## config.mk

```make
export PLATFORM = sky130hd
export DESIGN_NAME = cir_txrx
export DESIGN_NICKNAME = d
export VERILOG_FILES = /design/src/cir_pkg.sv /design/src/cir_txrx.sv
export SDC_FILE = /design/constraint.sdc
export NUM_CORES = 1
export LEC_CHECK = 0
export ABC_AREA = 1
export BUFFER_PORTS_ARGS = -buffer_cell sky130_fd_sc_hd__buf_2
export CAP_MARGIN = 10
export CORE_ASPECT_RATIO = 0.75
export CORE_MARGIN = 2
export CORE_UTILIZATION = 40
export DETAILED_ROUTE_END_ITERATION = 10
export PLACE_DENSITY_LB_ADDON = 0.08
export SETUP_SLACK_MARGIN = 0.05
export SYNTH_ARGS = -nofsm -noshare
export SYNTH_HDL_FRONTEND = slang
export SYNTH_SLANG_ARGS = --single-unit
```

## constraint.sdc

```tcl
create_clock -name i_clk_sys -period 4.4 [get_ports i_clk_sys]
set_clock_uncertainty 0.15 [all_clocks]
set_input_delay 0.88 -clock i_clk_sys [delete_from_list [all_inputs] [get_ports i_clk_sys]]
set_output_delay 0.88 -clock i_clk_sys [all_outputs]
set_load 0.01 [all_outputs]
```

## src/cir_pkg.sv

```systemverilog
package cir_pkg;

  // ********************************************************************
  // register map (byte addresses, one 32-bit word each)
  // ********************************************************************
  localparam logic [7:0] OFS_DATA = 8'h00;
  localparam logic [7:0] OFS_IRQ_ENABLE = 8'h04;
  localparam logic [7:0] OFS_MODEM_CTRL = 8'h08;
  localparam logic [7:0] OFS_AUX_STATUS = 8'h0C;
  localparam logic [7:0] OFS_TX_CARRIER = 8'h10;
  localparam logic [7:0] OFS_CIR_CONFIG = 8'h14;
  localparam logic [7:0] OFS_RX_DEMOD = 8'h18;
  localparam logic [7:0] OFS_BAUD_DIV = 8'h1C;
  localparam logic [7:0] OFS_MODE = 8'h20;

  // ********************************************************************
  // field positions
  // ********************************************************************
  localparam int ASC_TOUT_BIT = 0;
  localparam int ASC_EOT_BIT = 1;
  localparam int ASC_UNDERRUN_BIT = 2;
  localparam int ASC_RX_ACTIVE_FLAG_BIT = 3;
  localparam int ASC_PULSE_BIT = 4;
  localparam int MCR_DMA_EN_BIT = 2;
  localparam int MCR_DEFER_BIT = 3;
  localparam int CFG_HSC_BIT = 0;
  localparam int CFG_RLC_BIT = 1;
  localparam int CFG_DEMOD_EN_BIT = 2;
  localparam int CFG_TPERIOD_BIT = 3;
  localparam int CFG_TXQ_EN_BIT = 4;
  localparam int MODE_EXT_BIT = 2;

  // ********************************************************************
  // reset values and sizes
  // ********************************************************************
  localparam logic [15:0] BAUD_DIV_RST = 16'h0010;
  localparam logic [7:0] CARRIER_RST = 8'h1A;
  localparam logic [3:0] RX_THRESH = 4'h8;
  localparam logic [4:0] TX_DEFER_LEVEL = 5'h0E;
  localparam int QUEUE_DEPTH = 16;

  // ********************************************************************
  // timing
  // ********************************************************************
  localparam int CLK_MHZ = 125;
  localparam int TOUT_US = 64;
  localparam int TOUT_CYC = TOUT_US * CLK_MHZ;
  localparam int CHAR_BITS = 10;
  localparam int CAR_SCALE = 4;

  // ********************************************************************
  // types
  // ********************************************************************
  typedef enum logic [1:0] {
    MOD_CONT = 2'b00,
    MOD_SIX = 2'b01,
    MOD_EIGHT = 2'b11
  } mod_mode_t;

  typedef enum logic [1:0] {
    OPM_UART = 2'b00,
    OPM_SLOW_IR = 2'b01,
    OPM_CIR = 2'b11,
    OPM_HALF_IR = 2'b10
  } op_mode_t;

  typedef enum logic [1:0] {
    TX_IDLE = 2'b00,
    TX_SHIFT = 2'b01,
    TX_UNDERRUN = 2'b11
  } tx_state_t;

  typedef struct packed {
    logic [7:0] carrier_freq_sel;
    logic [7:0] carrier_pulse_width;
  } carrier_cfg_t;

  typedef struct packed {
    logic [7:0] demod_freq_range;
    logic [7:0] demod_bandwidth;
  } demod_cfg_t;

endpackage

```

## src/cir_txrx.sv

```systemverilog
// Local design decisions: the address map and the APB register port.
`timescale 1ns/100ps
// How it works
// - cir mode: writing into an empty transmit queue starts sending
// - end flag before last byte, or dma terminal count, ends frame cleanly
// - queue drained without end marker ends frame, raises underrun until cleared
// - bytes go out raw or run-length expanded at baud rate, no framing
// - logic 1 keeps emitter dark; logic 0 pulses from carrier settings
// - modulation select: continuous, or six/eight pulses per 1-to-0 edge
// - short zero run cuts the six/eight pulse burst at run end
// - only modulated output; no unmodulated flash mode
// - receiver starts at once, or only on in-band carrier with demodulation
// - active receiver sets flag, samples at baud, packs bytes or runs
// - pulse-seen flag sets per pulse, clears on status register read
// - in-band window comes from demod range and bandwidth fields
// - period mode resyncs sampling phase on each new energy pulse
// - time-out gives data-ready irq if enabled, dma request in extended mode
// - time-out sets status bit 0 when queue level under threshold
// - time-out holds until the receive queue is read
// - event A: non-empty, max of 64us/four chars since load and read
// - event B: same with min interval, drives dma only
// - cir time-out: blocked while active, 64us after load, inactive, read
// - deferral: empty transmitter locks until queue holds 14 bytes
// - deferral timer reloads per write, releases lock after 64us idle
module cir_txrx (
  // clock and reset
  input wire logic i_clk_sys,
  input wire logic i_rst,
  // apb slave
  input wire logic i_psel,
  input wire logic i_penable,
  input wire logic i_pwrite,
  input wire logic [7:0] i_paddr,
  input wire logic [31:0] i_pwdata,
  output logic [31:0] o_prdata,
  output logic o_pready,
  output logic o_pslverr,
  // dma
  input wire logic i_dma_tc,
  output logic o_rx_dma_req,
  // interrupt line toward the host
  output logic o_rx_data_irq,
  // transceiver
  input wire logic i_ir_rx,
  output logic o_ir_tx
);

  logic [15:0] baud_div_ff;
  logic [7:0] ier_ff;
  logic [7:0] mcr_ff;
  logic [7:0] cfg_ff;
  logic [2:0] mode_ff;
  cir_pkg::carrier_cfg_t car_ff;
  cir_pkg::demod_cfg_t dem_ff;
  cir_pkg::mod_mode_t mmd_ff;
  logic eot_ff;
  logic underrun_ff;
  logic rx_active_ff;
  logic pulse_seen_ff;
  logic tout_flag_ff;

  logic [7:0] txq_mem [cir_pkg::QUEUE_DEPTH];
  logic [7:0] rxq_mem [cir_pkg::QUEUE_DEPTH];
  logic [3:0] txq_wp_ff, txq_rp_ff, rxq_wp_ff, rxq_rp_ff;
  logic [4:0] txq_cnt_ff, rxq_cnt_ff;

  wire logic wr_acc = i_psel & i_penable & i_pwrite;
  wire logic rd_acc = i_psel & i_penable & ~i_pwrite;
  wire logic cir_mode = (mode_ff[1:0] == cir_pkg::OPM_CIR);
  wire logic ext_mode = mode_ff[cir_pkg::MODE_EXT_BIT];
  wire logic tx_push = wr_acc & (i_paddr == cir_pkg::OFS_DATA) & (txq_cnt_ff != 5'h10);
  wire logic rx_pop = rd_acc & (i_paddr == cir_pkg::OFS_DATA) & (rxq_cnt_ff != 5'h00);
  wire logic asc_rd = rd_acc & (i_paddr == cir_pkg::OFS_AUX_STATUS);
  logic tx_pop, rx_push;
  logic [7:0] rx_push_byte;

  // ********************************************************************
  // baud enable
  // ********************************************************************
  logic [15:0] baud_cnt_ff;
  logic baud_tick;
  logic resync;
  always_ff @(posedge i_clk_sys) begin
    if (i_rst || resync || baud_cnt_ff >= baud_div_ff - 16'h0001) begin
      baud_cnt_ff <= 16'h0000;
    end else begin
      baud_cnt_ff <= baud_cnt_ff + 16'h0001;
    end
  end
  assign baud_tick = (baud_cnt_ff == baud_div_ff - 16'h0001);

  // ********************************************************************
  // register file
  // ********************************************************************
  always_ff @(posedge i_clk_sys) begin
    if (i_rst) begin
      baud_div_ff <= cir_pkg::BAUD_DIV_RST;
      ier_ff <= 8'h00;
      mcr_ff <= 8'h00;
      cfg_ff <= 8'h00;
      mode_ff <= 3'h0;
      car_ff <= {cir_pkg::CARRIER_RST, 8'h08};
      dem_ff <= {8'h10, 8'h04};
      mmd_ff <= cir_pkg::MOD_CONT;
    end else if (wr_acc) begin
      unique case (i_paddr)
        cir_pkg::OFS_IRQ_ENABLE: ier_ff <= i_pwdata[7:0];
        cir_pkg::OFS_MODEM_CTRL: mcr_ff <= i_pwdata[7:0];
        cir_pkg::OFS_TX_CARRIER: car_ff <= i_pwdata[15:0];
        cir_pkg::OFS_CIR_CONFIG: begin
          cfg_ff <= i_pwdata[7:0];
          mmd_ff <= cir_pkg::mod_mode_t'(i_pwdata[9:8]);
        end
        cir_pkg::OFS_RX_DEMOD: dem_ff <= i_pwdata[15:0];
        cir_pkg::OFS_BAUD_DIV: baud_div_ff <= (i_pwdata[15:0] == 16'h0000) ? 16'h0001 : i_pwdata[15:0];
        cir_pkg::OFS_MODE: mode_ff <= i_pwdata[2:0];
        default: ;
      endcase
    end
  end

  always_ff @(posedge i_clk_sys) begin
    if (i_rst) begin
      o_prdata <= 32'h0000_0000;
      o_pready <= 1'b0;
      o_pslverr <= 1'b0;
    end else begin
      o_pready <= i_psel & ~i_penable;
      o_pslverr <= i_psel & ~i_penable & (i_paddr > cir_pkg::OFS_MODE | i_paddr[1:0] != 2'b00);
      unique case (i_paddr)
        cir_pkg::OFS_DATA: o_prdata <= {24'h0, rxq_mem[rxq_rp_ff]};
        cir_pkg::OFS_IRQ_ENABLE: o_prdata <= {24'h0, ier_ff};
        cir_pkg::OFS_MODEM_CTRL: o_prdata <= {24'h0, mcr_ff};
        cir_pkg::OFS_AUX_STATUS: o_prdata <= {27'h0, pulse_seen_ff, rx_active_ff, underrun_ff,
                                              eot_ff, tout_flag_ff};
        cir_pkg::OFS_TX_CARRIER: o_prdata <= {16'h0, car_ff};
        cir_pkg::OFS_CIR_CONFIG: o_prdata <= {22'h0, mmd_ff, cfg_ff};
        cir_pkg::OFS_RX_DEMOD: o_prdata <= {16'h0, dem_ff};
        cir_pkg::OFS_BAUD_DIV: o_prdata <= {16'h0, baud_div_ff};
        cir_pkg::OFS_MODE: o_prdata <= {29'h0, mode_ff};
        default: o_prdata <= 32'h0000_0000;
      endcase
    end
  end

  // ********************************************************************
  // queues
  // ********************************************************************
  always_ff @(posedge i_clk_sys) begin
    if (tx_push) begin
      txq_mem[txq_wp_ff] <= i_pwdata[7:0];
    end
    if (rx_push) begin
      rxq_mem[rxq_wp_ff] <= rx_push_byte;
    end
  end

  always_ff @(posedge i_clk_sys) begin
    if (i_rst) begin
      txq_wp_ff <= 4'h0;
      txq_rp_ff <= 4'h0;
      txq_cnt_ff <= 5'h00;
      rxq_wp_ff <= 4'h0;
      rxq_rp_ff <= 4'h0;
      rxq_cnt_ff <= 5'h00;
    end else begin
      txq_wp_ff <= txq_wp_ff + 4'(tx_push);
      txq_rp_ff <= txq_rp_ff + 4'(tx_pop);
      txq_cnt_ff <= txq_cnt_ff + 5'(tx_push) - 5'(tx_pop);
      rxq_wp_ff <= rxq_wp_ff + 4'(rx_push);
      rxq_rp_ff <= rxq_rp_ff + 4'(rx_pop);
      rxq_cnt_ff <= rxq_cnt_ff + 5'(rx_push) - 5'(rx_pop);
    end
  end

  // ********************************************************************
  // transmit deferral
  // ********************************************************************
  logic defer_lock_ff;
  logic [13:0] defer_cnt_ff;
  wire logic defer_on = ext_mode & cfg_ff[cir_pkg::CFG_TXQ_EN_BIT] & mcr_ff[cir_pkg::MCR_DEFER_BIT];
  logic tx_empty;
  always_ff @(posedge i_clk_sys) begin
    if (i_rst || !defer_on) begin
      defer_lock_ff <= 1'b0;
      defer_cnt_ff <= 14'h0000;
    end else if (defer_lock_ff) begin
      if (txq_cnt_ff >= cir_pkg::TX_DEFER_LEVEL) begin
        defer_lock_ff <= 1'b0;
      end else if (tx_push || txq_cnt_ff == 5'h00) begin
        defer_cnt_ff <= 14'h0000;
      end else if (defer_cnt_ff == 14'(cir_pkg::TOUT_CYC - 1)) begin
        defer_lock_ff <= 1'b0;
      end else begin
        defer_cnt_ff <= defer_cnt_ff + 14'h0001;
      end
    end else if (tx_empty && txq_cnt_ff == 5'h00) begin
      defer_lock_ff <= 1'b1;
      defer_cnt_ff <= 14'h0000;
    end
  end

  // ********************************************************************
  // transmitter
  // ********************************************************************
  cir_pkg::tx_state_t tx_st_ff;
  logic [7:0] tx_sh_ff;
  logic [6:0] tx_run_ff;
  logic [2:0] tx_bits_ff;
  logic tx_bit_ff;
  logic tx_last_ff;
  assign tx_empty = (tx_st_ff == cir_pkg::TX_IDLE);
  wire logic rlc = cfg_ff[cir_pkg::CFG_RLC_BIT];
  wire logic unit_done = rlc ? (tx_run_ff == 7'h00) : (tx_bits_ff == 3'h7);
  wire logic can_load = (txq_cnt_ff != 5'h00) & ~defer_lock_ff;
  // queued bytes always follow on; the end marker only counts once the queue is dry
  assign tx_pop = cir_mode & baud_tick & can_load & ((tx_st_ff == cir_pkg::TX_IDLE) |
                  (tx_st_ff == cir_pkg::TX_SHIFT & unit_done));
  always_ff @(posedge i_clk_sys) begin
    if (i_rst) begin
      eot_ff <= 1'b0;
    end else if (wr_acc && i_paddr == cir_pkg::OFS_AUX_STATUS) begin
      eot_ff <= i_pwdata[cir_pkg::ASC_EOT_BIT];
    end else if (tx_push) begin
      eot_ff <= 1'b0;
    end
  end
  always_ff @(posedge i_clk_sys) begin
    if (i_rst) begin
      tx_st_ff <= cir_pkg::TX_IDLE;
      tx_sh_ff <= 8'hFF;
      tx_run_ff <= 7'h00;
      tx_bits_ff <= 3'h0;
      tx_bit_ff <= 1'b1;
      tx_last_ff <= 1'b0;
      underrun_ff <= 1'b0;
    end else begin
      if (wr_acc && i_paddr == cir_pkg::OFS_AUX_STATUS && i_pwdata[cir_pkg::ASC_UNDERRUN_BIT]) begin
        underrun_ff <= 1'b0;
      end
      if (tx_pop) begin
        tx_sh_ff <= {1'b1, txq_mem[txq_rp_ff][7:1]};
        tx_bit_ff <= rlc ? txq_mem[txq_rp_ff][7] : txq_mem[txq_rp_ff][0];
        tx_run_ff <= txq_mem[txq_rp_ff][6:0];
        tx_bits_ff <= 3'h0;
        tx_st_ff <= cir_pkg::TX_SHIFT;
      end else if (cir_mode && baud_tick) begin
        unique case (tx_st_ff)
          cir_pkg::TX_IDLE: tx_bit_ff <= 1'b1;
          cir_pkg::TX_SHIFT: begin
            if (!unit_done) begin
              tx_run_ff <= tx_run_ff - 7'h01;
              tx_bits_ff <= tx_bits_ff + 3'h1;
              if (!rlc) begin
                tx_bit_ff <= tx_sh_ff[0];
                tx_sh_ff <= {1'b1, tx_sh_ff[7:1]};
              end
            end else if (tx_last_ff) begin
              tx_st_ff <= cir_pkg::TX_IDLE;
              tx_last_ff <= 1'b0;
              tx_bit_ff <= 1'b1;
            end else begin
              tx_st_ff <= cir_pkg::TX_UNDERRUN;
              underrun_ff <= 1'b1;
              tx_bit_ff <= 1'b1;
            end
          end
          cir_pkg::TX_UNDERRUN: begin
            if (!underrun_ff) begin
              tx_st_ff <= cir_pkg::TX_IDLE;
            end
          end
          default: tx_st_ff <= cir_pkg::TX_IDLE;
        endcase
      end
      // a marker written as the old frame closes belongs to the next one, so set wins
      if (tx_push && (eot_ff || i_dma_tc)) begin
        tx_last_ff <= 1'b1;
      end
    end
  end

  // ********************************************************************
  // carrier modulator, only modulated output exists
  // ********************************************************************
  logic [9:0] car_cnt_ff;
  logic [3:0] burst_ff;
  logic prev_bit_ff;
  // high-speed carrier counts the field in single clocks, otherwise in fours
  wire logic [9:0] car_period = cfg_ff[cir_pkg::CFG_HSC_BIT] ?
                                {2'b00, car_ff.carrier_freq_sel} :
                                {car_ff.carrier_freq_sel, 2'b00};
  wire logic car_wrap = (car_cnt_ff >= car_period - 10'h001);
  always_ff @(posedge i_clk_sys) begin
    if (i_rst || tx_bit_ff) begin
      car_cnt_ff <= 10'h000;
    end else begin
      car_cnt_ff <= car_wrap ? 10'h000 : car_cnt_ff + 10'h001;
    end
  end
  always_ff @(posedge i_clk_sys) begin
    if (i_rst) begin
      prev_bit_ff <= 1'b1;
      burst_ff <= 4'h0;
    end else begin
      prev_bit_ff <= tx_bit_ff;
      if (tx_bit_ff) begin
        burst_ff <= 4'h0;
      end else if (prev_bit_ff) begin
        burst_ff <= (mmd_ff == cir_pkg::MOD_EIGHT) ? 4'h8 : 4'h6;
      end else if (car_wrap && burst_ff != 4'h0) begin
        burst_ff <= burst_ff - 4'h1;
      end
    end
  end
  always_ff @(posedge i_clk_sys) begin
    if (i_rst) begin
      o_ir_tx <= 1'b0;
    end else begin
      o_ir_tx <= ~tx_bit_ff & (car_cnt_ff < 10'(car_ff.carrier_pulse_width)) &
                 ((mmd_ff == cir_pkg::MOD_CONT) | (burst_ff != 4'h0) | prev_bit_ff);
    end
  end

  // ********************************************************************
  // receiver
  // ********************************************************************
  logic ir_prev_ff;
  logic [9:0] rx_per_ff;
  logic in_band_ff;
  wire logic ir_rise = i_ir_rx & ~ir_prev_ff;
  wire logic [9:0] band_lo = {2'b00, dem_ff.demod_freq_range} - {2'b00, dem_ff.demod_bandwidth};
  wire logic [9:0] band_hi = {2'b00, dem_ff.demod_freq_range} + {2'b00, dem_ff.demod_bandwidth};
  always_ff @(posedge i_clk_sys) begin
    if (i_rst) begin
      ir_prev_ff <= 1'b0;
      rx_per_ff <= 10'h000;
      in_band_ff <= 1'b0;
    end else begin
      ir_prev_ff <= i_ir_rx;
      if (ir_rise) begin
        rx_per_ff <= 10'h000;
        in_band_ff <= (rx_per_ff >= band_lo) & (rx_per_ff <= band_hi);
      end else if (rx_per_ff != 10'h3FF) begin
        rx_per_ff <= rx_per_ff + 10'h001;
      end else begin
        in_band_ff <= 1'b0;
      end
    end
  end
  wire logic demod = cfg_ff[cir_pkg::CFG_DEMOD_EN_BIT];
  wire logic energy = demod ? in_band_ff : i_ir_rx;
  logic energy_prev_ff;
  assign resync = cir_mode & cfg_ff[cir_pkg::CFG_TPERIOD_BIT] & energy & ~energy_prev_ff;
  always_ff @(posedge i_clk_sys) begin
    if (i_rst) begin
      rx_active_ff <= 1'b0;
      pulse_seen_ff <= 1'b0;
      energy_prev_ff <= 1'b0;
    end else begin
      energy_prev_ff <= energy;
      if (cir_mode && energy) begin
        rx_active_ff <= 1'b1;
      end else if (wr_acc && i_paddr == cir_pkg::OFS_AUX_STATUS &&
                   i_pwdata[cir_pkg::ASC_RX_ACTIVE_FLAG_BIT]) begin
        rx_active_ff <= 1'b0;
      end
      if (ir_rise) begin
        pulse_seen_ff <= 1'b1;
      end else if (asc_rd) begin
        pulse_seen_ff <= 1'b0;
      end
    end
  end

  logic [7:0] rx_sh_ff;
  logic [2:0] rx_n_ff;
  logic rx_lvl_ff;
  logic [6:0] rx_run_ff;
  logic rx_push_ff;
  logic [7:0] rx_byte_ff;
  wire logic smp = ~energy;
  always_ff @(posedge i_clk_sys) begin
    if (i_rst) begin
      rx_sh_ff <= 8'h00;
      rx_n_ff <= 3'h0;
      rx_lvl_ff <= 1'b1;
      rx_run_ff <= 7'h00;
      rx_push_ff <= 1'b0;
      rx_byte_ff <= 8'h00;
    end else begin
      rx_push_ff <= 1'b0;
      if (rx_active_ff && baud_tick) begin
        if (!rlc) begin
          rx_sh_ff <= {smp, rx_sh_ff[7:1]};
          rx_n_ff <= rx_n_ff + 3'h1;
          if (rx_n_ff == 3'h7) begin
            rx_push_ff <= 1'b1;
            rx_byte_ff <= {smp, rx_sh_ff[7:1]};
          end
        end else if (smp != rx_lvl_ff || rx_run_ff == 7'h7F) begin
          rx_push_ff <= 1'b1;
          rx_byte_ff <= {rx_lvl_ff, rx_run_ff};
          rx_lvl_ff <= smp;
          rx_run_ff <= 7'h00;
        end else begin
          rx_run_ff <= rx_run_ff + 7'h01;
        end
      end
    end
  end
  assign rx_push = rx_push_ff & (rxq_cnt_ff != 5'h10);
  assign rx_push_byte = rx_byte_ff;

  // ********************************************************************
  // receive queue time-outs
  // ********************************************************************
  logic [13:0] inact_ff;
  logic [15:0] char_cyc;
  always_comb begin
    char_cyc = 16'(baud_div_ff * 16'(cir_pkg::CHAR_BITS * 4));
  end
  wire logic [15:0] tmin = (char_cyc < 16'(cir_pkg::TOUT_CYC)) ? char_cyc : 16'(cir_pkg::TOUT_CYC);
  wire logic [15:0] tmax = (char_cyc < 16'(cir_pkg::TOUT_CYC)) ? 16'(cir_pkg::TOUT_CYC) : char_cyc;
  logic [15:0] sl_ff, sr_ff;
  always_ff @(posedge i_clk_sys) begin
    if (i_rst || rx_push) begin
      sl_ff <= 16'h0000;
    end else if (sl_ff != 16'hFFFF) begin
      sl_ff <= sl_ff + 16'h0001;
    end
    if (i_rst || rx_pop) begin
      sr_ff <= 16'h0000;
    end else if (sr_ff != 16'hFFFF) begin
      sr_ff <= sr_ff + 16'h0001;
    end
    if (i_rst || rx_active_ff) begin
      inact_ff <= 14'h0000;
    end else if (inact_ff != 14'h3FFF) begin
      inact_ff <= inact_ff + 14'h0001;
    end
  end
  wire logic nonempty = (rxq_cnt_ff != 5'h00);
  wire logic ev_a = nonempty & (sl_ff > tmax) & (sr_ff > tmax);
  wire logic ev_b = nonempty & (sl_ff > tmin) & (sr_ff > tmin);
  wire logic ev_c = nonempty & ~rx_active_ff & (sl_ff >= 16'(cir_pkg::TOUT_CYC)) &
                    (inact_ff >= 14'(cir_pkg::TOUT_CYC)) & (sr_ff > 16'(cir_pkg::TOUT_CYC));
  logic tout_a_ff, tout_b_ff;
  always_ff @(posedge i_clk_sys) begin
    if (i_rst || rx_pop) begin
      tout_a_ff <= 1'b0;
      tout_b_ff <= 1'b0;
      tout_flag_ff <= 1'b0;
    end else begin
      if (cir_mode ? ev_c : ev_a) begin
        tout_a_ff <= 1'b1;
        tout_flag_ff <= tout_flag_ff | (rxq_cnt_ff < 5'(cir_pkg::RX_THRESH));
      end
      if (cir_mode ? ev_c : ev_b) begin
        tout_b_ff <= 1'b1;
      end
    end
  end
  always_ff @(posedge i_clk_sys) begin
    if (i_rst) begin
      o_rx_data_irq <= 1'b0;
      o_rx_dma_req <= 1'b0;
    end else begin
      o_rx_data_irq <= tout_a_ff & ier_ff[0];
      o_rx_dma_req <= tout_b_ff & ext_mode & mcr_ff[cir_pkg::MCR_DMA_EN_BIT];
    end
  end

endmodule

```

# == After elaboration in Yosys (flattened, before gate mapping) ==
# Memories as Yosys holds them, arrays and structs flattened. A register that Yosys moved wholly into a read port is not among the register bits.
# Cells that the tools add are included.
# word_totals
register_bits,301
latchBits,0
mem_bits_rw,256
mem_bits_ro,0
in_bits,47
wordCells,329
n_memories,2
# classes
add_sub_neg,24
mul,1
div_mod_pow,0
order_cmp,16
eq_ne,37
shifts,0
mux,75
bitwise,53
n_reduce_logical,66
# mem_list
memory,depth,word_bits,rd,rd_ports_with_merged_regs,write_ports,line_no,text
rxq_mem,16,8,1,1,1,cir_txrx.sv:63,logic [7:0] rxq_mem [cir_pkg::QUEUE_DEPTH];
txq_mem,16,8,1,1,1,cir_txrx.sv:62,logic [7:0] txq_mem [cir_pkg::QUEUE_DEPTH];
# ops
operator,n
$pmux W16 S9,1
$mux W14,5
$mux W7,10
$gt A16 B16 Y1,4
$add A16 B1 Y16 const B,3
$mux W16,3
$mux W1,42
$and A1 B1 Y1,36
$eq A8 B5 Y1 const B,4
$ne A16 B16 Y1 const B,2
$add A14 B1 Y14 const B,2
$mux W8,3
$reduce_bool A2 Y1,12
$add A10 B1 Y10 const B,2
$ge A10 B10 Y1,2
$mux W4,5
$reduce_and A2 Y1,9
$reduce_and A3 Y1,6
$add A4 B1 Y4,4
$eq A16 B16 Y1,1
$eq A8 B4 Y1 const B,2
$ge A16 B13 Y1 const B,1
$ge A16 B16 Y1,1
$gt A16 B13 Y1 const B,1
other kinds (52),111

# == Logic depth before layout (Yosys ltp) ==
# Gate-level depths: netlist of the first run.
# depth
depth_word,10
mapped_depth,32

# == Worst setup path after synthesis of the first run ==
# OpenSTA, ideal clock, no wires.
# synth_timing
kind,reg2reg
start,reg baud_div_ff[0]
end,reg txq_cnt_ff[4]
arrival_time_ns,4.254
setup_slack_ns,-0.129
path_stages_with_launch,33
synth_period_minus_slack_ns,4.529
cell_sequence,dfxtp_1 inv_1 nand2_1 nor3_1 nand3_1 nor3_1 inv_1 nor2_1 nand2_1 xor2_1 ha_1 nand2_1 inv_1 nand3_1 nor3_2 inv_1 nor3_4 nand2_2 inv_2 nand3_1 inv_1 o21ai_4 clkinv_4 buf_12 ha_1 inv_1 ha_1 inv_1 fa_1 nor3_1 a211oi_1 o21ai_0 a21oi_1
# synth_via
elab_chain_len,6
# synth_rtl
item,line_no,text
"start, declared",cir_txrx.sv:48,logic [15:0] baud_div_ff;
"start signal, assigned",cir_txrx.sv:97,baud_div_ff <= cir_pkg::BAUD_DIV_RST;
"start signal, assigned",cir_txrx.sv:115,cir_pkg::OFS_BAUD_DIV: baud_div_ff <= (i_pwdata[15:0] == 16'h0000) ? 16'h0001 : i_pwdata[15:0];
$sub A16 B1 Y16,cir_txrx.sv:90,assign baud_tick = (baud_cnt_ff == baud_div_ff - 16'h0001);
$eq A16 B16 Y1,cir_txrx.sv:90,
$and A1 B1 Y1 (3 in a row),cir_txrx.sv:217,assign tx_pop = cir_mode & baud_tick & can_load & ((tx_st_ff == cir_pkg::TX_IDLE) |
$sub A5 B1 Y5,cir_txrx.sv:169,txq_cnt_ff <= txq_cnt_ff + 5'(tx_push) - 5'(tx_pop);
"end signal, assigned",cir_txrx.sv:169,
"end, declared",cir_txrx.sv:65,"logic [4:0] txq_cnt_ff, rxq_cnt_ff;"
# Every way passes these cells.
# A chain may end at the register's enable or synchronous reset.

# == Worst setup path in the final report of the first run ==
# layout_timing
start,reg baud_div_ff[2]
end,reg txq_cnt_ff[4]
# The elaborated chain is that of the path after synthesis.

==> key figures, run 1 <==
Run status
  • Outcome: complete, but fails checks
  • Violations in the final reports: negative setup slack

Finish
  • Nets: 3462
  • Most common cell after layout, fill and taps aside: nand2_1
  • Commonest non-fill, non-tap cells in the layout: nand2_1, nor2_1, inv_1
  • Final core utilization: 45.9%
  • Layout cells sized above 1: 8.98%
  • Area delta synth->final: 13.5%
  • Largest regs: rxq_mem (128), txq_mem (128)

Setup path
  • Worst flop-to-flop path endpoint: txq_cnt_ff[4]
  • Reg2reg path depth: 31
  • Crit path kind: flop to flop
  • CP peak stage delay: 0.38 ns
  • Slowest stage cell, crit path: fa_2
  • Crit-path most repeated cell: inv_2
  • Reg-to-reg critical path startpoint: baud_div_ff[2]
  • CP arrival: 4.87 ns
  • Crit path required time: 4.75 ns
  • Startpoint class of the critical path: flop
  • Worst Path Max Fanout: 3
  • Worst reg2reg setup slack: -0.12 ns
  • Crit end category: flop

Pwr
  • Sw Share: 21.7%
  • Worst VDD drop: 0.315 mV
  • Sequential share of power: 50.8%
  • Internal cell power: 8.10 mW
  • Comb pwr share: 2.0%
  • P_sw: 2.24 mW
  • Pwr/cell area: 336 nW/um^2
  • Clock share of power: 47.2%
  • Cell leakage power: 12.3 nW

STA
  • Max Clk Rate: 221 MHz
  • Final number of setup-violating endpoints: 1
  • Final hold vios: 0
  • Minimum clock period: 4.52 ns
  • Worst-margin pin slew: 1.04 ns
  • Final Max Slew Viols: 0
  • Final period utilization: 103%
  • Hold_ws: 0.313 ns
  • Setup TNS: -0.120 ns
  • RSZ-0062 raised after global routing: true
  • Post-route setup slack: -0.120 ns
  • Slew margin rel.: 30.5%

Min path
  • Hold Path Depth: 2
  • Hold path start: tx_sh_ff[0]
  • Tightest Hold Check Type: flop to flop
  • Hold Path End: tx_sh_ff[0]

Clock tree
  • Clock latency on the worst-skew pair: 0.63 ns
  • Max clock buf depth: 3
  • Cts bufs inserted: 56
  • Root buffer cell: clkbuf_16
  • Clock sinks: 540
  • Cts hold-fix bufs: 0
  • Clock-pin slew on the worst setup and hold paths: 0.06 ns
  • H-tree Lvls: 2
  • Clock tree from TritonCTS: built

Detailed routing
  • Drt drc: 0
  • DR WL/cell: 18.4 um
  • Post-Route WL: 76.9 mm
  • Post-DRT Antenna Nets: 0
  • First DRT Iteration DRCs: 1831
  • M1 wire length: 37.6 mm
  • Routed vias: 22009
  • 1st-pass router iterations: 6
  • Vias per cell: 5.28
  • Wire length on met2: 32.5 mm
  • Metal3 WL: 4.78 mm
  • Top Layer Used: met5

Floorplanning
  • Chip width: 305 um
  • Initial Util: 40.5%
  • FP Rows: 82
  • # IOs: 84
  • Chip height: 230 um
  • Core Area: 67000 um^2
  • Area of the die: 69900 um^2

Synth
  • Prevailing post-synth register cell: dfxtp_1
  • Post-synth top area share: 28.3%
  • Top post-synthesis cells by area: edfxtp_1, dfxtp_1, ha_1
  • Seq/Total Area, Yosys: 49.3%
  • Post-synth top area cell: edfxtp_1
  • Cells after Synth: 3126
  • Ys async rst share: 0%
  • FF+latch count, synth: 540
  • Mapped Area: 27100 um^2
  • Post-Syn Area per Cell: 8.68 um^2
  • Warnings from Yosys: 0
  • Count of cell types in the netlist: 65
  • EDFF count, synth: 256

Placement
  • IO Port Bufs: 51
  • Final HPWL DP: 54.7 mm
  • Placer congestion estimate: 0.885

Global routing
  • Tot GR Track Use: 21.6%
  • GR Overflow Total: 0
  • Initial antenna violation count: 2
  • Largest net degree at the start of global routing: 81
  • First-pass GRT wire length: 118 mm
  • Vias in the first global route: 20694

Run
  • Max-Cap Viols: 0
metrics by stage:
step	cell area, um^2	worst slack [ns]	total power [mW]	cells
after floorplan	27200	0.0569	5.47	3146
after global placement	28700	-0.0503	5.56	4049
after detailed placement	28700	-0.106	5.57	4049
after CTS	30600	0.0880	10.5	4158
after global routing	30800	-0.411	10.7	4168
final	30800	-0.120	10.3	4170
power groups by stage:
| stage | logic [mW] | registers, mW | clock network [mW] |
|---|---|---|---|
| floorplan | 0.109 | 5.36 | 0 |
| global placement | 0.198 | 5.37 | 0 |
| detailed placement | 0.201 | 5.37 | 0 |
| CTS | 0.202 | 5.26 | 4.99 |
| global route | 0.225 | 5.26 | 5.18 |
| finish | 0.204 | 5.26 | 4.88 |
metal layers:
metal / up-vias / GRT usage [%]
li1: 10894 / -
met1: 10409 / 31.8
met5: - / 0
met3: 115 / 3.66
met4: 2 / 6.08
met2: 589 / 32.6
how the worst max path moves through the flow:
stage | from | to | slack, ns
2_1_floorplan | baud_div_ff[1] | txq_cnt_ff[4] | 0.06
3_3_place_gp | baud_div_ff[1] | txq_cnt_ff[4] | -0.05
3_5_place_dp | baud_div_ff[1] | txq_cnt_ff[4] | -0.11
4_1_cts | baud_div_ff[1] | txq_cnt_ff[4] | 0.09
5_1_grt | baud_div_ff[2] | txq_cnt_ff[4] | -0.41
6_report | baud_div_ff[2] | txq_cnt_ff[4] | -0.12
area by class of cell:
class	instances	area (um^2)
sequential	540	13400
antenna	2	5.00
clock buffer	87	1640
clock inverter	18	221
tap	882	1100
timing repair buffer	146	985
multi-input combinational	2095	11900
inverter	400	1510
fill	6455	36200
timing repair:
item / CTS / global route
cloned: 0 / 0
buffers inserted: 4 / 9
pin swaps: 3 / 16
setup endpoints to repair: 2 / 13
gates resized for setup: 1 / 30
kinds of logic (layout without fill, tap and decap cells):
logic type | Yosys count | count (layout) | synth area share, %
and+or+nand+nor | 1130 | 1130 | 17.7
AOI/OAI and AO/OA | 691 | 691 | 14.8
DFF | 540 | 540 | 49.3
buffers and inverters | 511 | 651 | 7.49
adders and majority gates | 176 | 176 | 8.26
xor gates and xnor gates | 75 | 75 | 2.42
other | 2 | 24 | 0.0277
muxes | 1 | 1 | 0.0369
critical path: cells and delay by family (launching register included):
family                     cells  cell delay (ns)
xor gates and xnor gates       1             0.15
and+or+nand+nor               14             1.89
DFF                            1             0.33
adders and majority gates      4             0.98
AOI/OAI and AO/OA              4             0.33
buffers and inverters          8             0.55
cell usage after synthesis (2+ instances only):
library cell	n
a221oi_1	16
xnor2_1	15
nor3_2	3
o22ai_1	45
buf_1	8
buf_2	4
a2111oi_0	2
nor2_4	5
edfxtp_1	256
nand3b_1	3
a31oi_1	18
clkbuf_1	78
nand4_1	36
a41oi_1	2
ha_1	171
inv_1	388
or2_2	4
nor3_1	57
o221ai_1	31
conb_1	2
o21ai_2	2
o21a_1	4
a211oi_1	34
nand2_1	423
nand3_1	135
xor2_1	60
buf_4	17
clkinv_1	4
nand3_2	3
dfxtp_1	284
nor4_1	15
buf_6	3
nor3b_1	9
o21bai_1	13
o21ai_0	289
fa_1	5
nor3_4	2
inv_2	7
nor2_1	423
a21oi_1	185
a21o_1	3
or4_1	2
o211ai_1	28
and3_1	6
o21ai_1	6
Power figures use the tool's default switching activity.
==> inputs of run 2 (changes only) <==
--- a/config.mk
+++ b/config.mk
@@ -5,13 +5,14 @@
 export SDC_FILE = /design/constraint.sdc
 export NUM_CORES = 1
 export LEC_CHECK = 0
-export ABC_AREA = 1
-export BUFFER_PORTS_ARGS = -buffer_cell sky130_fd_sc_hd__buf_2
+export ABC_AREA = 0
 export CAP_MARGIN = 10
 export CORE_ASPECT_RATIO = 0.75
 export CORE_MARGIN = 2
 export CORE_UTILIZATION = 40
 export DETAILED_ROUTE_END_ITERATION = 10
+export DONT_BUFFER_PORTS = 1
+export GPL_ROUTABILITY_DRIVEN = 0
 export PLACE_DENSITY_LB_ADDON = 0.08
 export SETUP_SLACK_MARGIN = 0.05
 export SYNTH_ARGS = -nofsm -noshare
==> key figures, run 2 <==
Setup path
  • CP peak stage delay: 0.40 ns (+0.02 ns)
  • Cell family with most CP delay: simple AND/OR/NAND/NOR gates
  • CP Cell Sequence: or3_4 -> nor2_4 -> nand2_2 -> nor4_4 -> xnor2_1 -> ha_1 -> nand4_1 -> nor4_4 -> buf_4 -> nand3_4 -> nor2_4 -> and3_4 -> ha_4 -> inv_2 -> ha_4 -> inv_2 -> fa_2 -> inv_2 -> a21oi_2 -> nor2_1 -> nor2_1 -> xor2_1 -> nor2_1
  • CP arrival: 4.73 ns (-0.14 ns)
  • Sum of buffers and inverters on the critical path: 4 (-4)
  • Crit end category: flop
  • Slowest stage cell, crit path: or3_4
  • Crit path required time: 4.76 ns (about the same)
  • Crit path kind: flop to flop
  • Startpoint class of the critical path: flop
  • Worst Path Max Fanout: 4 (+1)

Finish
  • Final core utilization: 46.6% (+0.69 points)
  • Layout cells sized above 1: 15.3% (+6.3 points)
  • # diodes: 0 (-2)
  • Largest regs: rxq_mem (128), txq_mem (128)
  • Area delta synth->final: 14.8%
  • Nets: 2826 (-18%)
  • Commonest non-fill, non-tap cells in the layout: dfxtp_1, nor2_1, nand2_1
  • Post-route cell area: 30600 um^2 (-0.65%)
  • Area of the multi-input gates: 13000 um^2 (+8.9%)
  • # fillers: 6061 (-6.1%)
  • Most common cell after layout, fill and taps aside: dfxtp_1
  • Register area: 13400 um^2 (about the same)

Global routing
  • Initial antenna violation count: 3 (+1)
  • Vias in the first global route: 18368 (-11%)
  • GR Overflow Total: 0 (unchanged)
  • Tot GR Track Use: 20.4% (-1.2 points)
  • First-pass GRT wire length: 108 mm (-8.9%)
  • Largest net degree at the start of global routing: 164 (+100%)

Detailed routing
  • Drt drc: 0 (unchanged)
  • Vias per cell: 5.41 (+2.5%)
  • 1st-pass router iterations: 7 (+1)
  • DR WL/cell: 20.0 um (+8.3%)
  • First DRT Iteration DRCs: 1360 (-26%)
  • Post-DRT Antenna Nets: 0 (unchanged)
  • Post-Route WL: 70.2 mm (-8.7%)
  • Routed vias: 19027 (-14%)

STA
  • Post-route setup slack: 0.0248 ns (+0.145 ns)
  • Final period utilization: 99.4% (-3.3 points)
  • Max Clk Rate: 229 MHz (+3.3%)
  • Final number of setup-violating endpoints: 0 (-1)
  • Final Max Slew Viols: 0 (unchanged)
  • RSZ-0062 raised after global routing: true
  • Setup TNS: 0 ns (+0.120 ns)
  • Worst-margin pin slew: 0.884 ns (-0.154 ns)
  • Slew margin rel.: 40.8% (+10 points)
  • Final hold vios: 0 (unchanged)
  • Minimum clock period: 4.38 ns (-0.145 ns)

Synth
  • Post-synth top area cell: edfxtp_1
  • EDFF count, synth: 256 (unchanged)
  • Synth top cells by count: dfxtp_1, nor2_1, nand2_1, edfxtp_1, a21oi_1
  • FF+latch count, synth: 540 (unchanged)
  • Prevailing post-synth register cell: dfxtp_1
  • Post-Syn Area per Cell: 10.5 um^2 (+21%)
  • Top-count cell post-synth: dfxtp_1
  • Count of cell types in the netlist: 77 (+18%)
  • Warnings from Yosys: 0 (unchanged)
  • Top post-synthesis cells by area: edfxtp_1, dfxtp_1, ha_1
  • Seq/Total Area, Yosys: 50.2% (+0.90 points)
  • Mapped Area: 26600 um^2 (-1.8%)
  • Ys async rst share: 0% (unchanged)
  • Post-synth top area share: 28.9% (+0.52 points)
  • Cells after Synth: 2529 (-19%)

Floorplanning
  • Chip width: 302 um (-0.89%)
  • Chip height: 227 um (-0.88%)
  • # IOs: 84 (unchanged)
  • Core Area: 65600 um^2 (-2.1%)
  • Initial Util: 40.6% (+0.14 points)
  • FP Rows: 81 (-1.2%)
  • Area of the die: 68700 um^2 (-1.8%)

Placement
  • DP Worst Slack: -0.298 ns (-0.191 ns)
  • Dpl cell area: 28200 um^2 (-1.8%)
  • IO Port Bufs: 0 (-100%)
  • Final HPWL DP: 49.9 mm (-8.9%)

Clock tree
  • Cts bufs inserted: 54 (-3.6%)
  • Clock sinks: 540 (unchanged)
  • Clock-pin slew on the worst setup and hold paths: 0.07 ns (about the same)
  • Clock tree from TritonCTS: built
  • Clock latency on the worst-skew pair: 0.63 ns (about the same)
  • Max clock buf depth: 3 (unchanged)
  • Root buffer cell: clkbuf_16
  • H-tree Lvls: 2 (unchanged)

Pwr
  • Cell leakage power: 10.7 nW (-13%)
  • Pwr/cell area: 327 nW/um^2 (-2.6%)
  • Worst VDD drop: 0.310 mV (-1.3%)
  • Pwr Total: 10.0 mW (-3.2%)

Min path
  • Tightest Hold Check Type: input pin to flop

Run status
  • Outcome: finished, final reports clean

Run
  • Max-Cap Viols: 0 (unchanged)
-- run 2: cell type report --
class / instances / area share, %
multi-input combinational: 1793 / 42.5
inverter: 82 / 1.01
clock buffer: 72 / 4.84
sequential: 540 / 43.8
clock inverter: 26 / 0.949
tap: 871 / 3.56
timing repair buffer: 132 / 3.38
-- run 2: per-layer routing --
layer  global-route usage [%]  up-vias  wire length [um]
met2                     30.8      374             30400
met1                     29.7     9316             33900
met4                     4.01        2              1050
met3                     5.14       72              4760
met5                        0        -                17
li1                         -     9263                 -
-- run 2: cell families (layout without fill, tap and decap cells) --
kind of cell	after synthesis	after routing	synth area share (%)
xor+xnor	121	121	3.98
fa+ha+maj	182	182	8.64
other cells	2	22	0.0282
buf+inv	216	312	3.32
compound gates	424	424	9.93
simple gates	933	933	16.2
flops	540	540	50.2
mux	111	111	7.67
-- run 2: worst register-to-register path, stage by stage, from the launching register on --
cell and delay (ns):
dfxtp_2 0.32, or3_4 0.40, nor2_4 0.19, nand2_2 0.11, nor4_4 0.24, xnor2_1 0.12, ha_1 0.31, nand4_1 0.18
nor4_4 0.36, buf_4 0.21, nand3_4 0.10, nor2_4 0.13, and3_4 0.22, ha_4 0.20, inv_2 0.06, ha_4 0.12
inv_2 0.04, fa_2 0.36, inv_2 0.06, a21oi_2 0.04, nor2_1 0.10, nor2_1 0.06, xor2_1 0.15, nor2_1 0.06
-- run 2: repair_timing --
item,CTS,global route
gates resized for setup,57,54
hold buffers,0,0
setup buffers,3,10
endpoints found under the hold margin,0,0
pin swaps,29,39
setup endpoints to repair,6,17
-- run 2: metrics by stage --
step           hold WS [ns]  std cells
5_1_grt               0.150       3516
2_1_floorplan         0.260       2549
3_3_place_gp          0.291       3405
4_1_cts               0.132       3506
3_5_place_dp          0.298       3405
6_report              0.182       3516
-- run 2: worst paths after layout --
check | slack (ns) | cells after the start | from | end
max | 0.02 | 23 | baud_div_ff[2] | txq_cnt_ff[4]
min | 0.18 | 1 | i_penable | o_pready
max reg2reg | 0.02 | 23 | baud_div_ff[2] | txq_cnt_ff[4]
min reg2reg | 0.31 | 2 | ier_ff[3] | ier_ff[3]
-- run 2: report_power, final --
part           internal (mW)  switching (mW)
combinational         0.0407          0.0650
sequential              5.25          0.0174
clock                   2.61            2.03
total                   7.89            2.11
==> inputs of run 3 (changes only) <==
==> constraint.sdc (replaced) <==
create_clock -name i_clk_sys -period 5.65 [get_ports i_clk_sys]
set_clock_uncertainty 0.15 [all_clocks]
set_input_delay 1.13 -clock i_clk_sys [delete_from_list [all_inputs] [get_ports i_clk_sys]]
set_output_delay 1.13 -clock i_clk_sys [all_outputs]
set_load 0.01 [all_outputs]
==> key figures, run 3 (synthesized netlist as in run 2, its figures left out) <==
Run status
  • Outcome: finished, final reports clean

Setup path
  • Sum of buffers and inverters on the critical path: 1 (-3)
  • Crit end category: flop
  • CP peak stage delay: 0.52 ns (+0.12 ns)
  • CP arrival: 5.53 ns (+0.80 ns)
  • CP Cell Sequence: ha_1 -> ha_1 -> inv_1 -> fa_1 -> nand2b_1 -> a211oi_2 -> mux2i_1 -> a2111oi_4 -> o211ai_4 -> nor2_1 -> or2_2 -> ha_1 -> nand3_1 -> nor4_1 -> mux2_2 -> a2111oi_0 -> o221ai_1 -> nand4_1 -> a211oi_1
  • Worst flop-to-flop path endpoint: tout_flag_ff
  • Reg-to-reg critical path startpoint: baud_div_ff[2]
  • Crit path kind: flop to flop
  • Cell family with most CP delay: compound AO/OA/AOI/OAI gates
  • Reg2reg path depth: 19 (-17%)
  • CP Depth: 19 (-17%)
  • Slowest stage cell, crit path: a2111oi_0
  • Startpoint class of the critical path: flop
  • Crit path required time: 5.98 ns (+1.22 ns)
  • Worst Path Max Fanout: 8 (+4)
  • Critical path origin: baud_div_ff[2]
  • Crit-path most repeated cell: ha_1
  • Worst reg2reg setup slack: 0.45 ns (+0.43 ns)
  • Setup crit end: tout_flag_ff

Detailed routing
  • First DRT Iteration DRCs: 1338 (-1.6%)
  • Vias per cell: 5.43 (+0.41%)
  • 1st-pass router iterations: 8 (+1)
  • Drt drc: 0 (unchanged)
  • Post-Route WL: 69.0 mm (-1.7%)
  • Routed vias: 18595 (-2.3%)
  • Post-DRT Antenna Nets: 0 (unchanged)
  • DR WL/cell: 20.2 um (+0.98%)

Placement
  • IO Port Bufs: 0 (unchanged)
  • Dpl cells: 3319 (-2.5%)
  • Final HPWL DP: 48.8 mm (-2.2%)

Clock tree
  • Root buffer cell: clkbuf_16
  • Clock tree from TritonCTS: built
  • H-tree Lvls: 2 (unchanged)
  • Max clock buf depth: 3 (unchanged)
  • Cts bufs inserted: 54 (unchanged)
  • Clock sinks: 540 (unchanged)
  • Post_cts resized: 0 (-100%)
  • Clock-pin slew on the worst setup and hold paths: 0.06 ns (about the same)
  • Post-CTS Setup Inserts: 0 (-3)
  • Clock latency on the worst-skew pair: 0.66 ns (+0.03 ns)
  • Cts hold-fix bufs: 0 (unchanged)

Floorplanning
  • FP Rows: 81 (unchanged)
  • Initial Util: 40.6% (unchanged)
  • Area of the die: 68700 um^2 (unchanged)
  • # IOs: 84 (unchanged)
  • Chip width: 302 um (unchanged)
  • Core Area: 65600 um^2 (unchanged)
  • Chip height: 227 um (unchanged)

Min path
  • Tightest Hold Check Type: flop to flop

Global routing
  • Vias in the first global route: 17951 (-2.3%)
  • Largest net degree at the start of global routing: 164 (unchanged)
  • GR Overflow Total: 0 (unchanged)
  • First-pass GRT wire length: 106 mm (-1.3%)
  • Initial antenna violation count: 4 (+1)
  • Tot GR Track Use: 20.2% (-0.19 points)

STA
  • Final hold vios: 0 (unchanged)
  • Hold_ws: 0.298 ns (+0.117 ns)
  • Worst-margin pin slew: 1.05 ns (+0.163 ns)
  • Max Clk Rate: 192 MHz (-16%)
  • Final number of setup-violating endpoints: 0 (unchanged)
  • Final Max Slew Viols: 0 (unchanged)
  • RSZ-0062 raised after global routing: false
  • Final period utilization: 92.0% (-7.5 points)
  • Setup TNS: 0 ns (unchanged)
  • Minimum clock period: 5.20 ns (+0.822 ns)
  • Slew margin rel.: 29.8% (-11 points)

Finish
  • Nets: 2728 (-3.5%)
  • Final instance count without filler cells: 3422 (-2.7%)
  • Layout cells sized above 1: 8.82% (-6.5 points)
  • # fillers: 6087 (+0.43%)
  • Commonest non-fill, non-tap cells in the layout: nor2_1, dfxtp_1, nand2_1
  • Area delta synth->final: 10.4%
  • Most common cell after layout, fill and taps aside: nor2_1
  • Largest regs: rxq_mem (128), txq_mem (128)

Pwr
  • Pwr/cell area: 273 nW/um^2 (-16%)
  • Worst VDD drop: 0.250 mV (-20%)
  • Cell leakage power: 10.3 nW (-4.6%)
  • Pwr Total: 8.03 mW (-20%)

Run
  • Max-Cap Viols: 0 (unchanged)
-- run 3: through the flow --
stage,setup slack (ns),utilization [%],area (um^2)
floorplan,1.06,-,26700
global placement,0.498,41.9,27500
detailed placement,0.493,41.9,27500
CTS,0.475,44.8,29400
global route,0.126,44.8,29400
finish,0.453,44.8,29400
-- run 3: worst min path at each step --
stage | startpoint | endpoint | cells past startpoint
2_1_floorplan | tout_a_ff | o_rx_data_irq | 2
3_3_place_gp | mcr_ff[0] | mcr_ff[0] | 2
3_5_place_dp | rx_sh_ff[1] | rx_sh_ff[1] | 2
4_1_cts | rx_sh_ff[1] | rx_sh_ff[1] | 2
5_1_grt | rx_sh_ff[3] | rx_sh_ff[2] | 2
6_report | rx_sh_ff[1] | rx_sh_ff[1] | 2
-- run 3: cell type report --
type,count,area [um^2],area share (%)
antenna,1,2.50,0.00851
clock buffer,69,1480,5.03
clock inverter,32,430,1.46
inverter,82,308,1.05
multi-input combinational,1793,12500,42.4
sequential,540,13400,45.5
tap,871,1090,3.71
timing repair buffer,34,255,0.868
-- run 3: layer usage --
layer	routed length, um	share of wire (%)	vias to the layer above	global-route usage (%)
li1	-	-	9063	-
met1	33700	49	9106	29.4
met5	0	0	-	0
met4	1380	2.0	0	5.05
met2	29700	43	330	30.4
met3	4180	6.1	96	4.81
-- run 3: worst min-delay path: stages, from the launching register on --
cell and delay [ns]:
dfxtp_1 0.31, nand2_1 0.05, a21oi_1 0.05
-- run 3: power breakdown --
part | switching [mW] | total (mW) | internal, mW
combinational | 0.0502 | 0.0805 | 0.0304
clock | 1.62 | 3.85 | 2.23
sequential | 0.0137 | 4.10 | 4.08
